--- src/iod_map.svh ---
// Address map, field masks and limits of the I/O register space decoder
// Operation
// - Bit set and clear reach I/O addresses 0x00 to 0x1F, one bit each.
// - Skip-if-bit instructions test one bit of the lowest 32 I/O locations.
// - Writing one clears a status flag; writing zero leaves it unchanged.
// - Bit set or clear never clears other flags of the same register.
// - Dedicated I/O instructions address 0x00 to 0x3F, 64 locations.
// - As data memory each lower I/O register sits at I/O address plus 0x20.
// - Data address 0x60 is reachable only by load and store; 0x61 to 0xFF are refused.
// - EEPROM address bits above the top implemented bit are ignored.
`ifndef IOD_MAP_SVH
`define IOD_MAP_SVH
`define IOD_BANK_BASE 8'h20
`define IOD_BANK_TOP 8'h60
`define IOD_ALIAS_OFFSET 8'h20
`define IOD_IO_TOP 8'h3F
`define IOD_BIT_TOP 8'h1F
`define IOD_REG_COUNT 65
`define IOD_IMAGE_W 520
`define IOD_EE_TOP_BIT_DEF 8
`define IOD_PORT_A_INPUT_PINS 8'h20
`define IOD_PORT_A_DIRECTION 8'h21
`define IOD_PORT_A_OUTPUT_LATCH 8'h22
`define IOD_PORT_B_INPUT_PINS 8'h23
`define IOD_PORT_B_DIRECTION 8'h24
`define IOD_PORT_B_OUTPUT_LATCH 8'h25
`define IOD_PORT_PULLUP_BREAKBEFORE_CTRL 8'h32
`define IOD_TIMER0_FLAGS 8'h35
`define IOD_TIMER1_FLAGS 8'h36
`define IOD_PIN_CHANGE_FLAGS 8'h3B
`define IOD_EXTERNAL_IRQ_FLAGS 8'h3C
`define IOD_EXTERNAL_IRQ_MASK 8'h3D
`define IOD_GENERAL_PURPOSE_0 8'h3E
`define IOD_EEPROM_CONTROL 8'h3F
`define IOD_EEPROM_DATA 8'h40
`define IOD_EEPROM_ADDRESS_LOW 8'h41
`define IOD_EEPROM_ADDRESS_HIGH 8'h42
`define IOD_TIMER_PRESCALER_SYNC_CTRL 8'h43
`define IOD_TIMER0_CONTROL_A 8'h45
`define IOD_TIMER0_CONTROL_B 8'h46
`define IOD_TIMER0_COUNT 8'h47
`define IOD_TIMER0_COMPARE_A 8'h48
`define IOD_GENERAL_PURPOSE_1 8'h4A
`define IOD_GENERAL_PURPOSE_2 8'h4B
`define IOD_SERIAL_PORT_CONTROL 8'h4C
`define IOD_SERIAL_PORT_STATUS 8'h4D
`define IOD_SERIAL_PORT_DATA 8'h4E
`define IOD_COMPARATOR_CONTROL_STATUS 8'h50
`define IOD_DEBUG_WIRE_DATA 8'h51
`define IOD_SLEEP_MODE_CONTROL 8'h53
`define IOD_RESET_CAUSE_FLAGS 8'h54
`define IOD_CORE_MISC_CONTROL 8'h55
`define IOD_SELF_PROGRAM_CTRL_STATUS 8'h57
`define IOD_STACK_POINTER_LOW 8'h5D
`define IOD_STACK_POINTER_HIGH 8'h5E
`define IOD_CORE_STATUS_FLAGS 8'h5F
`define IOD_WATCHDOG_CONTROL 8'h60
`define IOD_M_FULL 8'hFF
`define IOD_M_NONE 8'h00
`define IOD_M_PORT_PULLUP_BREAKBEFORE_CTRL 8'h33
`define IOD_M_LOW2 8'h03
`define IOD_M_TIMER1_FLAGS 8'h27
`define IOD_M_EEPROM_CONTROL 8'h3F
`define IOD_M_EEPROM_ADDRESS_HIGH 8'h01
`define IOD_M_TIMER_PRESCALER_SYNC_CTRL 8'h83
`define IOD_M_TIMER0_CONTROL_A 8'hC3
`define IOD_M_TIMER0_CONTROL_B 8'h87
`define IOD_M_SERIAL_PORT_STATUS_RW 8'h01
`define IOD_M_SERIAL_PORT_STATUS_RO 8'hC0
`define IOD_M_COMPARATOR_CONTROL_STATUS_RW 8'hCF
`define IOD_M_COMPARATOR_CONTROL_STATUS_RO 8'h20
`define IOD_M_COMPARATOR_CONTROL_STATUS_W1C 8'h10
`define IOD_M_SLEEP_MODE_CONTROL 8'h07
`define IOD_M_RESET_CAUSE_FLAGS 8'h0F
`define IOD_M_CORE_MISC_CONTROL 8'h70
`define IOD_M_SELF_PROGRAM_CTRL_STATUS_RW 8'h3F
`define IOD_M_SELF_PROGRAM_CTRL_STATUS_RO 8'h40
`define IOD_M_WDT_RW 8'h7F
`define IOD_M_WDT_W1C 8'h80
`endif

--- src/iod_pkg.sv ---
// Types shared by the I/O register space decoder
package iod_pkg;
	typedef enum logic [2:0] {
		io_read_instr,
		io_write_instr,
		data_load_instrs,
		data_store_instrs,
		io_bit_set_instr,
		io_bit_clear_instr,
		skip_if_io_bit_set_instr,
		skip_if_io_bit_clear_instr
	} iod_op_type;
endpackage : iod_pkg

--- src/iod_io_space_decoder.sv ---
// I/O register space decoder with bit access, alias and write-one-to-clear flags
`timescale 1ns/10ps
`default_nettype none
`include "iod_map.svh"
module iod_io_space_decoder #(
	parameter int EE_TOP_BIT = `IOD_EE_TOP_BIT_DEF
) (
	input  wire logic                     clk,
	input  wire logic                     reset_n,
	input  wire logic                     req,
	input  wire iod_pkg::iod_op_type      op,
	input  wire logic [7:0]               addr,
	input  wire logic [7:0]               wdata,
	input  wire logic [2:0]               bit_sel,
	input  wire logic [`IOD_IMAGE_W-1:0]  hw_set_flat,
	input  wire logic [`IOD_IMAGE_W-1:0]  hw_status_flat,
	output logic                          ack_q,
	output logic                          err_q,
	output logic                          skip_q,
	output logic [7:0]                    rdata_q,
	output logic [`IOD_IMAGE_W-1:0]       reg_image_q,
	output logic [15:0]                   eeprom_sel_addr_q
);
	localparam int N = `IOD_REG_COUNT;
	localparam logic [15:0] EE_MASK = 16'((32'd1 << (EE_TOP_BIT + 1)) - 1);

	// Software-writable bits; apart from write-one-to-clear flags everything else stays zero
	function automatic logic [7:0] rw_mask(input logic [7:0] a);
		case (a)
			`IOD_PORT_A_DIRECTION, `IOD_PORT_A_OUTPUT_LATCH,
			`IOD_PORT_B_DIRECTION, `IOD_PORT_B_OUTPUT_LATCH,
			`IOD_GENERAL_PURPOSE_0, `IOD_EEPROM_DATA,
			`IOD_EEPROM_ADDRESS_LOW, `IOD_TIMER0_COUNT,
			`IOD_TIMER0_COMPARE_A, `IOD_GENERAL_PURPOSE_1,
			`IOD_GENERAL_PURPOSE_2, `IOD_SERIAL_PORT_CONTROL,
			`IOD_SERIAL_PORT_DATA, `IOD_DEBUG_WIRE_DATA,
			`IOD_STACK_POINTER_LOW, `IOD_STACK_POINTER_HIGH,
			`IOD_CORE_STATUS_FLAGS: rw_mask = `IOD_M_FULL;
			`IOD_PORT_PULLUP_BREAKBEFORE_CTRL: rw_mask = `IOD_M_PORT_PULLUP_BREAKBEFORE_CTRL;
			`IOD_EXTERNAL_IRQ_MASK: rw_mask = `IOD_M_LOW2;
			`IOD_EEPROM_CONTROL: rw_mask = `IOD_M_EEPROM_CONTROL;
			`IOD_EEPROM_ADDRESS_HIGH: rw_mask = `IOD_M_EEPROM_ADDRESS_HIGH;
			`IOD_TIMER_PRESCALER_SYNC_CTRL: rw_mask = `IOD_M_TIMER_PRESCALER_SYNC_CTRL;
			`IOD_TIMER0_CONTROL_A: rw_mask = `IOD_M_TIMER0_CONTROL_A;
			`IOD_TIMER0_CONTROL_B: rw_mask = `IOD_M_TIMER0_CONTROL_B;
			`IOD_SERIAL_PORT_STATUS: rw_mask = `IOD_M_SERIAL_PORT_STATUS_RW;
			`IOD_COMPARATOR_CONTROL_STATUS: rw_mask = `IOD_M_COMPARATOR_CONTROL_STATUS_RW;
			`IOD_SLEEP_MODE_CONTROL: rw_mask = `IOD_M_SLEEP_MODE_CONTROL;
			`IOD_RESET_CAUSE_FLAGS: rw_mask = `IOD_M_RESET_CAUSE_FLAGS;
			`IOD_CORE_MISC_CONTROL: rw_mask = `IOD_M_CORE_MISC_CONTROL;
			`IOD_SELF_PROGRAM_CTRL_STATUS: rw_mask = `IOD_M_SELF_PROGRAM_CTRL_STATUS_RW;
			`IOD_WATCHDOG_CONTROL: rw_mask = `IOD_M_WDT_RW;
			default: rw_mask = `IOD_M_NONE;
		endcase
	endfunction : rw_mask

	// Flags cleared by writing one
	function automatic logic [7:0] w1c_mask(input logic [7:0] a);
		case (a)
			`IOD_TIMER0_FLAGS, `IOD_PIN_CHANGE_FLAGS,
			`IOD_EXTERNAL_IRQ_FLAGS: w1c_mask = `IOD_M_LOW2;
			`IOD_TIMER1_FLAGS: w1c_mask = `IOD_M_TIMER1_FLAGS;
			`IOD_COMPARATOR_CONTROL_STATUS: w1c_mask = `IOD_M_COMPARATOR_CONTROL_STATUS_W1C;
			`IOD_WATCHDOG_CONTROL: w1c_mask = `IOD_M_WDT_W1C;
			default: w1c_mask = `IOD_M_NONE;
		endcase
	endfunction : w1c_mask

	// Bits that show live peripheral state, never stored here
	function automatic logic [7:0] ro_mask(input logic [7:0] a);
		case (a)
			`IOD_PORT_A_INPUT_PINS,
			`IOD_PORT_B_INPUT_PINS: ro_mask = `IOD_M_FULL;
			`IOD_SERIAL_PORT_STATUS: ro_mask = `IOD_M_SERIAL_PORT_STATUS_RO;
			`IOD_COMPARATOR_CONTROL_STATUS: ro_mask = `IOD_M_COMPARATOR_CONTROL_STATUS_RO;
			`IOD_SELF_PROGRAM_CTRL_STATUS: ro_mask = `IOD_M_SELF_PROGRAM_CTRL_STATUS_RO;
			default: ro_mask = `IOD_M_NONE;
		endcase
	endfunction : ro_mask

	logic       is_io;
	logic       is_bit;
	logic       is_wr;
	logic       is_skip;
	logic       form_ok;
	logic       in_bank;
	logic       hit;
	logic       wr_go;
	logic [7:0] daddr;
	logic [6:0] idx;
	logic [7:0] en;
	logic [7:0] wval;
	logic [7:0] cur_view;
	logic [7:0] cur_rw;
	logic [7:0] cur_w1;
	logic [7:0] reg_view [N];
	logic [`IOD_IMAGE_W-1:0] img_d;

	// Request decode
	always_comb begin
		is_skip = (op == iod_pkg::skip_if_io_bit_set_instr) ||
			(op == iod_pkg::skip_if_io_bit_clear_instr);
		is_bit = is_skip || (op == iod_pkg::io_bit_set_instr) ||
			(op == iod_pkg::io_bit_clear_instr);
		is_io = is_bit || (op == iod_pkg::io_read_instr) ||
			(op == iod_pkg::io_write_instr);
		is_wr = (op == iod_pkg::io_write_instr) ||
			(op == iod_pkg::data_store_instrs) ||
			(op == iod_pkg::io_bit_set_instr) ||
			(op == iod_pkg::io_bit_clear_instr);
		// I/O forms land on the data-space alias
		daddr = is_io ? 8'(addr + `IOD_ALIAS_OFFSET) : addr;
		if (is_bit) begin
			form_ok = addr <= `IOD_BIT_TOP;
		end else if (is_io) begin
			form_ok = addr <= `IOD_IO_TOP;
		end else begin
			form_ok = 1'b1;
		end
		in_bank = (daddr >= `IOD_BANK_BASE) && (daddr <= `IOD_BANK_TOP);
		hit = req && form_ok && in_bank;
		wr_go = hit && is_wr;
		idx = 7'(daddr - `IOD_BANK_BASE);
		// One-hot enable keeps neighbouring flags safe
		en = is_bit ? 8'(8'h01 << bit_sel) : `IOD_M_FULL;
		if (op == iod_pkg::io_bit_set_instr) begin
			wval = `IOD_M_FULL;
		end else if (op == iod_pkg::io_bit_clear_instr) begin
			wval = `IOD_M_NONE;
		end else begin
			wval = wdata;
		end
		cur_view = hit ? reg_view[idx] : `IOD_M_NONE;
		cur_rw = rw_mask(daddr);
		cur_w1 = w1c_mask(daddr);
	end

	// Reserved bits read zero
	for (genvar g = 0; g < N; g++) begin : g_view
		localparam logic [7:0] A = 8'(`IOD_BANK_BASE + g);
		assign reg_view[g] = (reg_image_q[g*8 +: 8] & (rw_mask(A) | w1c_mask(A)))
			| (hw_status_flat[g*8 +: 8] & ro_mask(A));
	end

	// Next state of the stored bits; a hardware set wins over a clear
	always_comb begin
		logic [7:0] a;
		logic [7:0] m_rw;
		logic [7:0] m_w1;
		logic [7:0] nxt;
		a = `IOD_M_NONE;
		m_rw = `IOD_M_NONE;
		m_w1 = `IOD_M_NONE;
		nxt = `IOD_M_NONE;
		img_d = reg_image_q;
		for (int i = 0; i < N; i++) begin
			a = 8'(`IOD_BANK_BASE + i);
			m_rw = rw_mask(a);
			m_w1 = w1c_mask(a);
			nxt = reg_image_q[i*8 +: 8];
			if (wr_go && idx == 7'(i)) begin
				nxt = (nxt & ~(en & m_rw)) | (wval & en & m_rw);
				nxt = nxt & ~(en & wval & m_w1);
			end
			nxt = nxt | (hw_set_flat[i*8 +: 8] & (m_rw | m_w1));
			img_d[i*8 +: 8] = nxt;
		end
	end

	always_ff @(posedge clk) begin
		if (!reset_n) begin
			reg_image_q <= '0;
		end else begin
			reg_image_q <= img_d;
		end
	end

	// Answer one cycle after the request
	always_ff @(posedge clk) begin
		if (!reset_n) begin
			ack_q <= 1'b0;
			err_q <= 1'b0;
			skip_q <= 1'b0;
			rdata_q <= `IOD_M_NONE;
		end else begin
			ack_q <= req;
			err_q <= req && !(form_ok && in_bank);
			skip_q <= hit && is_skip && (cur_view[bit_sel] ==
				(op == iod_pkg::skip_if_io_bit_set_instr));
			rdata_q <= (hit && !is_wr && !is_bit) ? cur_view : `IOD_M_NONE;
		end
	end

	// Only implemented address bits select the EEPROM cell
	always_ff @(posedge clk) begin
		if (!reset_n) begin
			eeprom_sel_addr_q <= 16'h0000;
		end else begin
			eeprom_sel_addr_q <= {reg_view[7'(`IOD_EEPROM_ADDRESS_HIGH - `IOD_BANK_BASE)],
				reg_view[7'(`IOD_EEPROM_ADDRESS_LOW - `IOD_BANK_BASE)]} & EE_MASK;
		end
	end

	// Checks
	logic [7:0] hw_at_idx;
	logic [7:0] img_at_idx;
	localparam logic [6:0] WDT_IDX = 7'(`IOD_WATCHDOG_CONTROL - `IOD_BANK_BASE);
	assign hw_at_idx = hit ? hw_set_flat[idx*8 +: 8] : `IOD_M_NONE;
	assign img_at_idx = hit ? reg_image_q[idx*8 +: 8] : `IOD_M_NONE;
	logic [7:0]              hw_keep;
	logic [`IOD_IMAGE_W-1:0] store_mask;
	localparam logic [6:0] EEL_IDX = 7'(`IOD_EEPROM_ADDRESS_LOW - `IOD_BANK_BASE);
	localparam logic [6:0] EEH_IDX = 7'(`IOD_EEPROM_ADDRESS_HIGH - `IOD_BANK_BASE);
	// Hardware sets on stored bits of the addressed byte
	assign hw_keep = hw_at_idx & (cur_rw | cur_w1);

	// Stored bits per location; anything outside must stay zero
	for (genvar k = 0; k < N; k++) begin : g_store
		localparam logic [7:0] SA = 8'(`IOD_BANK_BASE + k);
		assign store_mask[k*8 +: 8] = rw_mask(SA) | w1c_mask(SA);
	end
endmodule : iod_io_space_decoder
`default_nettype wire

--- config.mk ---
export PLATFORM = sky130hd
export DESIGN_NAME = iod_io_space_decoder
export DESIGN_NICKNAME = d
export VERILOG_FILES = /design/src/iod_pkg.sv /design/src/iod_io_space_decoder.sv
export VERILOG_INCLUDE_DIRS = /design/src
export SDC_FILE = /design/constraint.sdc
export NUM_CORES = 1
export LEC_CHECK = 0
export ABC_AREA = 1
export BUFFER_PORTS_ARGS = -buffer_cell sky130_fd_sc_hd__buf_2
export CORE_AREA = 2 2 628 630
export DETAILED_ROUTE_END_ITERATION = 8
export DIE_AREA = 0 0 630 632
export MAX_ROUTING_LAYER = met4
export PLACE_DENSITY = 0.3
export SLEW_MARGIN = 20
export SYNTH_ARGS = -nofsm -noshare
export SYNTH_HDL_FRONTEND = slang
export SYNTH_SLANG_ARGS = --single-unit
--- constraint.sdc ---
create_clock -name clk -period 6.2 [get_ports clk]
set_input_delay 0.31 -clock clk [delete_from_list [all_inputs] [get_ports clk]]
set_output_delay 0.31 -clock clk [all_outputs]
set_load 0.1 [all_outputs]
==> results.md <==
| Group | Result | This run |
| --- | --- | --- |
| grt | Global-route wire length before repair | 196.4 mm |
| floorplanning | Die Footprint | 0.3982 mm^2 |
| drt | ANT nets after route | 0 |
| worst setup path | Endpoint class of the critical path | flip-flop |
| pwr | Static leakage power | 11.59 nW |
| worst setup path | Required time at the endpoint of the critical path | 6.72 ns |
| layout | Share of post-route cells with drive strength above 1 | 21.73% |
| grt | Via count of the first global-routing pass | 15,690 |
| drt | Remaining DRCs | 0 |
| worst setup path | Cell occurring most often along the worst timing path | sky130_fd_sc_hd__nand2_1 |
| synth | Area of the mapped netlist | 0.01485 mm^2 |
| timing | Setup repair after global routing missed its margin | false |
| placement | Placed wire-length estimate | 142.3 mm |
| drt | Via count | 16,670 |
| synth | Main flop type after synthesis | sky130_fd_sc_hd__dfxtp_1 |
| worst setup path | Standard cell with the maximum stage delay on the critical path | sky130_fd_sc_hd__nor2_2 |
| worst setup path | Sequence of cells on the critical path | buf_2, buf_4, inv_2, buf_4, nand2_1, nor2_2, nand2_1, nand3_1, o21ai_0, nor2_1, nand3_1, nand2_1, nand2_1, nand2_1, nand2_1, inv_1, nand2_1, nand2_1, nand2_1, nand2_1, nor2_1 |
| timing | Count of final max-slew check failures | 0 |
| clock network | H-tree depth reported by CTS | 2 |
| min path | Path type of the worst min-delay path | input port to flip-flop |
| layout | Layout Cell Area excl Fill | 0.02606 mm^2 |
| grt | Total gr overflow | 0 |
| synth | Count of warnings emitted by yosys | 0 |
| drt | Routed WL | 163.4 mm |
| floorplanning | Boundary pin count | 1,612 |
| synth | Top-count cell post-synth | sky130_fd_sc_hd__nand2_1 |
| timing | # setup viols final | 0 |
| synth | Post-synth EDFFs | 0 |
| synth | Synth top area share | 29.93% |
| layout | Filler cell count in the final layout | 46,670 |
| worst setup path | Startpoint-to-endpoint class of the critical path | input port to flip-flop |
| drt | Routed wire per std cell | 19.75 um |
| worst setup path | Critical path's largest stage delay | 0.62 ns |
| timing | Post-layout min period | 3.512 ns |
| timing | Worst clock skew | 0.05709 ns |
| floorplanning | Initial core utilization | 3.793% |
| synth | Share of synthesized area occupied by flip-flops and latches | 29.93% |
| timing | Tightest Pin Transition | 1.056 ns |
| clock network | Root buffer cell | sky130_fd_sc_hd__clkbuf_16 |
| grt | Global routing usage summed across all routing layers | 8.170% |
| grt | Maximum number of pins on one net before global-route repair | 61 |
| worst setup path | Worst endpoint data arrival time | 4.03 ns |
| synth | Synthesized netlist cell count | 2,274 |
| clock network | Number of sinks driven by the clock tree | 222 |
| synth | Leading cell types by count after synthesis | sky130_fd_sc_hd__nand2_1 (545), sky130_fd_sc_hd__inv_1 (363), sky130_fd_sc_hd__buf_4 (329) |
| layout | Post-synthesis to final-layout area growth | 75.53% |
| timing | Hold violation count in the final report | 0 |
| pwr | Power per standard cell area | 252.3 mW/mm^2 |
| synth | Post-synthesis cell type with the largest combined area | sky130_fd_sc_hd__dfxtp_1 |
| timing | Remaining max-slew budget at the tightest pin | 29.40% |
| drt | Initial DRC count | 858 |
| synth | Number of library cell types mapped by synthesis | 40 |
| synth | Seq cells post-synth | 222 |
| clock network | Clock transition time at the flip-flop clock pins of the worst setup and hold paths | 0.06 ns |
| placement | Port Buf Inserts | 468 |
| drt | Iteration count of the initial detailed-routing pass | 5 |
| pwr | Highest ir drop seen on vdd | 0.1466 mV |
| grt | Antenna violations before repair | 147 |
| synth | Top cells by area, synth | sky130_fd_sc_hd__dfxtp_1 (30%), sky130_fd_sc_hd__buf_4 (17%), sky130_fd_sc_hd__nand2_1 (14%), sky130_fd_sc_hd__inv_1 (9.2%), sky130_fd_sc_hd__nor2_1 (5.1%) |
| synth | Synthesized area divided by synthesized cell count | 6.529 um^2 |
| placement | Worst Setup Slack post-DPL | 1.832 ns |
| floorplanning | Horizontal extent of the die | 630 um |
| placement | Placer congestion estimate | 0.7701 |
| floorplanning | Number of standard-cell rows in the floorplan | 230 |
| clock network | Number of CTS-inserted buffers | 36 |
| clock network | Number of buffers on the longest clock path | 3 |
| floorplanning | Height of the die | 632 um |
| timing | Minimum setup slack in the final design | 2.688 ns |
| synth | FFs w/ async S/R, synth | 0% |
| timing | Fin crit share | 56.64% |
| drt | Vias per std cell | 2.013 |
| worst setup path | Startpoint class of the critical path | input port |
| layout | Nets | 4,034 |
| flow run | # Max-Cap Violations | 0 |
| clock network | TritonCTS clock tree | done |
| placement | Total cell area at the placement stage | 0.02271 mm^2 |
| worst setup path | Crit Path Max Fanout | 14 |
| floorplanning | Core footprint | 0.3914 mm^2 |
| timing | Setup_tns | 0 ns |
| pwr | Final Total Pwr | 6.576 mW |
| clock network | Clk_lat worst skew | 0.62 ns |
| timing | Achievable frequency | 284.8 MHz |
| run status | Outcome | completed |
## cells by family (layout without fill, tap and decap cells)
kind of cell	Yosys count	after routing	share of synthesized area, %
AOI/OAI and AO/OA	387	387	16.83
adders and majority gates	2	2	0.1685
buffers and inverters	782	1175	28.57
DFF	222	222	29.93
other	1	391	0.02526
and+or+nand+nor	880	880	24.47
## layout by cell type (no fill, tap or decap), types with 44 or more instances in the layout
| cell type | Yosys | final |
|---|---|---|
| sky130_fd_sc_hd__conb_1 | 1 | 325 |
| sky130_fd_sc_hd__inv_1 | 363 | 361 |
| sky130_fd_sc_hd__o31ai_1 | 44 | 44 |
| sky130_fd_sc_hd__a211o_1 | 74 | 74 |
| sky130_fd_sc_hd__nor2_1 | 200 | 198 |
| sky130_fd_sc_hd__buf_2 | 26 | 467 |
| sky130_fd_sc_hd__buf_4 | 329 | 72 |
| sky130_fd_sc_hd__a21oi_1 | 63 | 61 |
| sky130_fd_sc_hd__dlygate4sd3_1 | 0 | 199 |
| sky130_fd_sc_hd__nand2_1 | 545 | 540 |
| sky130_fd_sc_hd__diode_2 | 0 | 66 |
| sky130_fd_sc_hd__nand3_1 | 76 | 76 |
| sky130_fd_sc_hd__dfxtp_1 | 222 | 222 |
| sky130_fd_sc_hd__o21ai_0 | 130 | 124 |
## path summary, 6_finish.rpt
| path | depth (start not counted) | slack, ns | to | startpoint |
|---|---|---|---|---|
| hold reg to reg | 2 | 0.46 | eeprom_sel_addr_q[5] | reg_image_q[269] |
| setup reg to reg | 18 | 3.43 | skip_q | reg_image_q[265] |
| hold / removal | 5 | 0.05 | reg_image_q[46] | hw_set_flat[46] |
| setup / recovery | 21 | 2.69 | skip_q | addr[0] |
## state kept, by name, summed over array words and instances (netlist names)
name and flops:
skip_q 1, rdata_q 8, eeprom_sel_addr_q 9, ack_q 1, reg_image_q 202, err_q 1
## power by group
group | internal [mW] | switching (mW)
Sequential | 1.53 | 0.126
Combinational | 0.380 | 2.34
Clock | 1.28 | 0.921
## layer usage
metal	vias to the layer above	track usage, %	part of all wire (%)
li1	7973	-	-
met2	829	14.56	51
met3	234	3.533	10
met4	0	2.214	2.9
met5	-	-	0
met1	7629	8.082	36
## per-stage QoR
stage | hold slack [ns] | cells | util [%]
floorplan | 0.4215 | 2598 | -
global placement | 0.4522 | 7950 | 5.804
detailed placement | 0.4459 | 7950 | 5.804
CTS | 0.009657 | 8211 | 6.616
global route | 0.04748 | 8266 | 6.652
finish | 0.05485 | 8277 | 6.659
## layout make-up
class | instances | area [um^2] | share of cell area (%)
multi-input combinational | 1594 | 7412 | 28.44
tap | 5220 | 6531 | 25.06
timing repair buffer | 741 | 4921 | 18.88
sequential | 222 | 4444 | 17.05
inverter | 372 | 1398 | 5.363
clock buffer | 49 | 1021 | 3.918
clock inverter | 13 | 167.7 | 0.6434
antenna | 66 | 165.2 | 0.6338
## repair_timing
action,CTS,global route
gates resized for setup,0,0
hold endpoints to repair,200,0
setup buffers,0,0
hold buffers,199,0
## critical path: cells and delay by family
| kind | cells | cell delay (ns) |
|---|---|---|
| AO/OA/AOI/OAI | 1 | 0.19 |
| buffers and inverters | 5 | 1.22 |
| AND/OR/NAND/NOR | 15 | 2.28 |
Power figures use the tool's default switching activity.
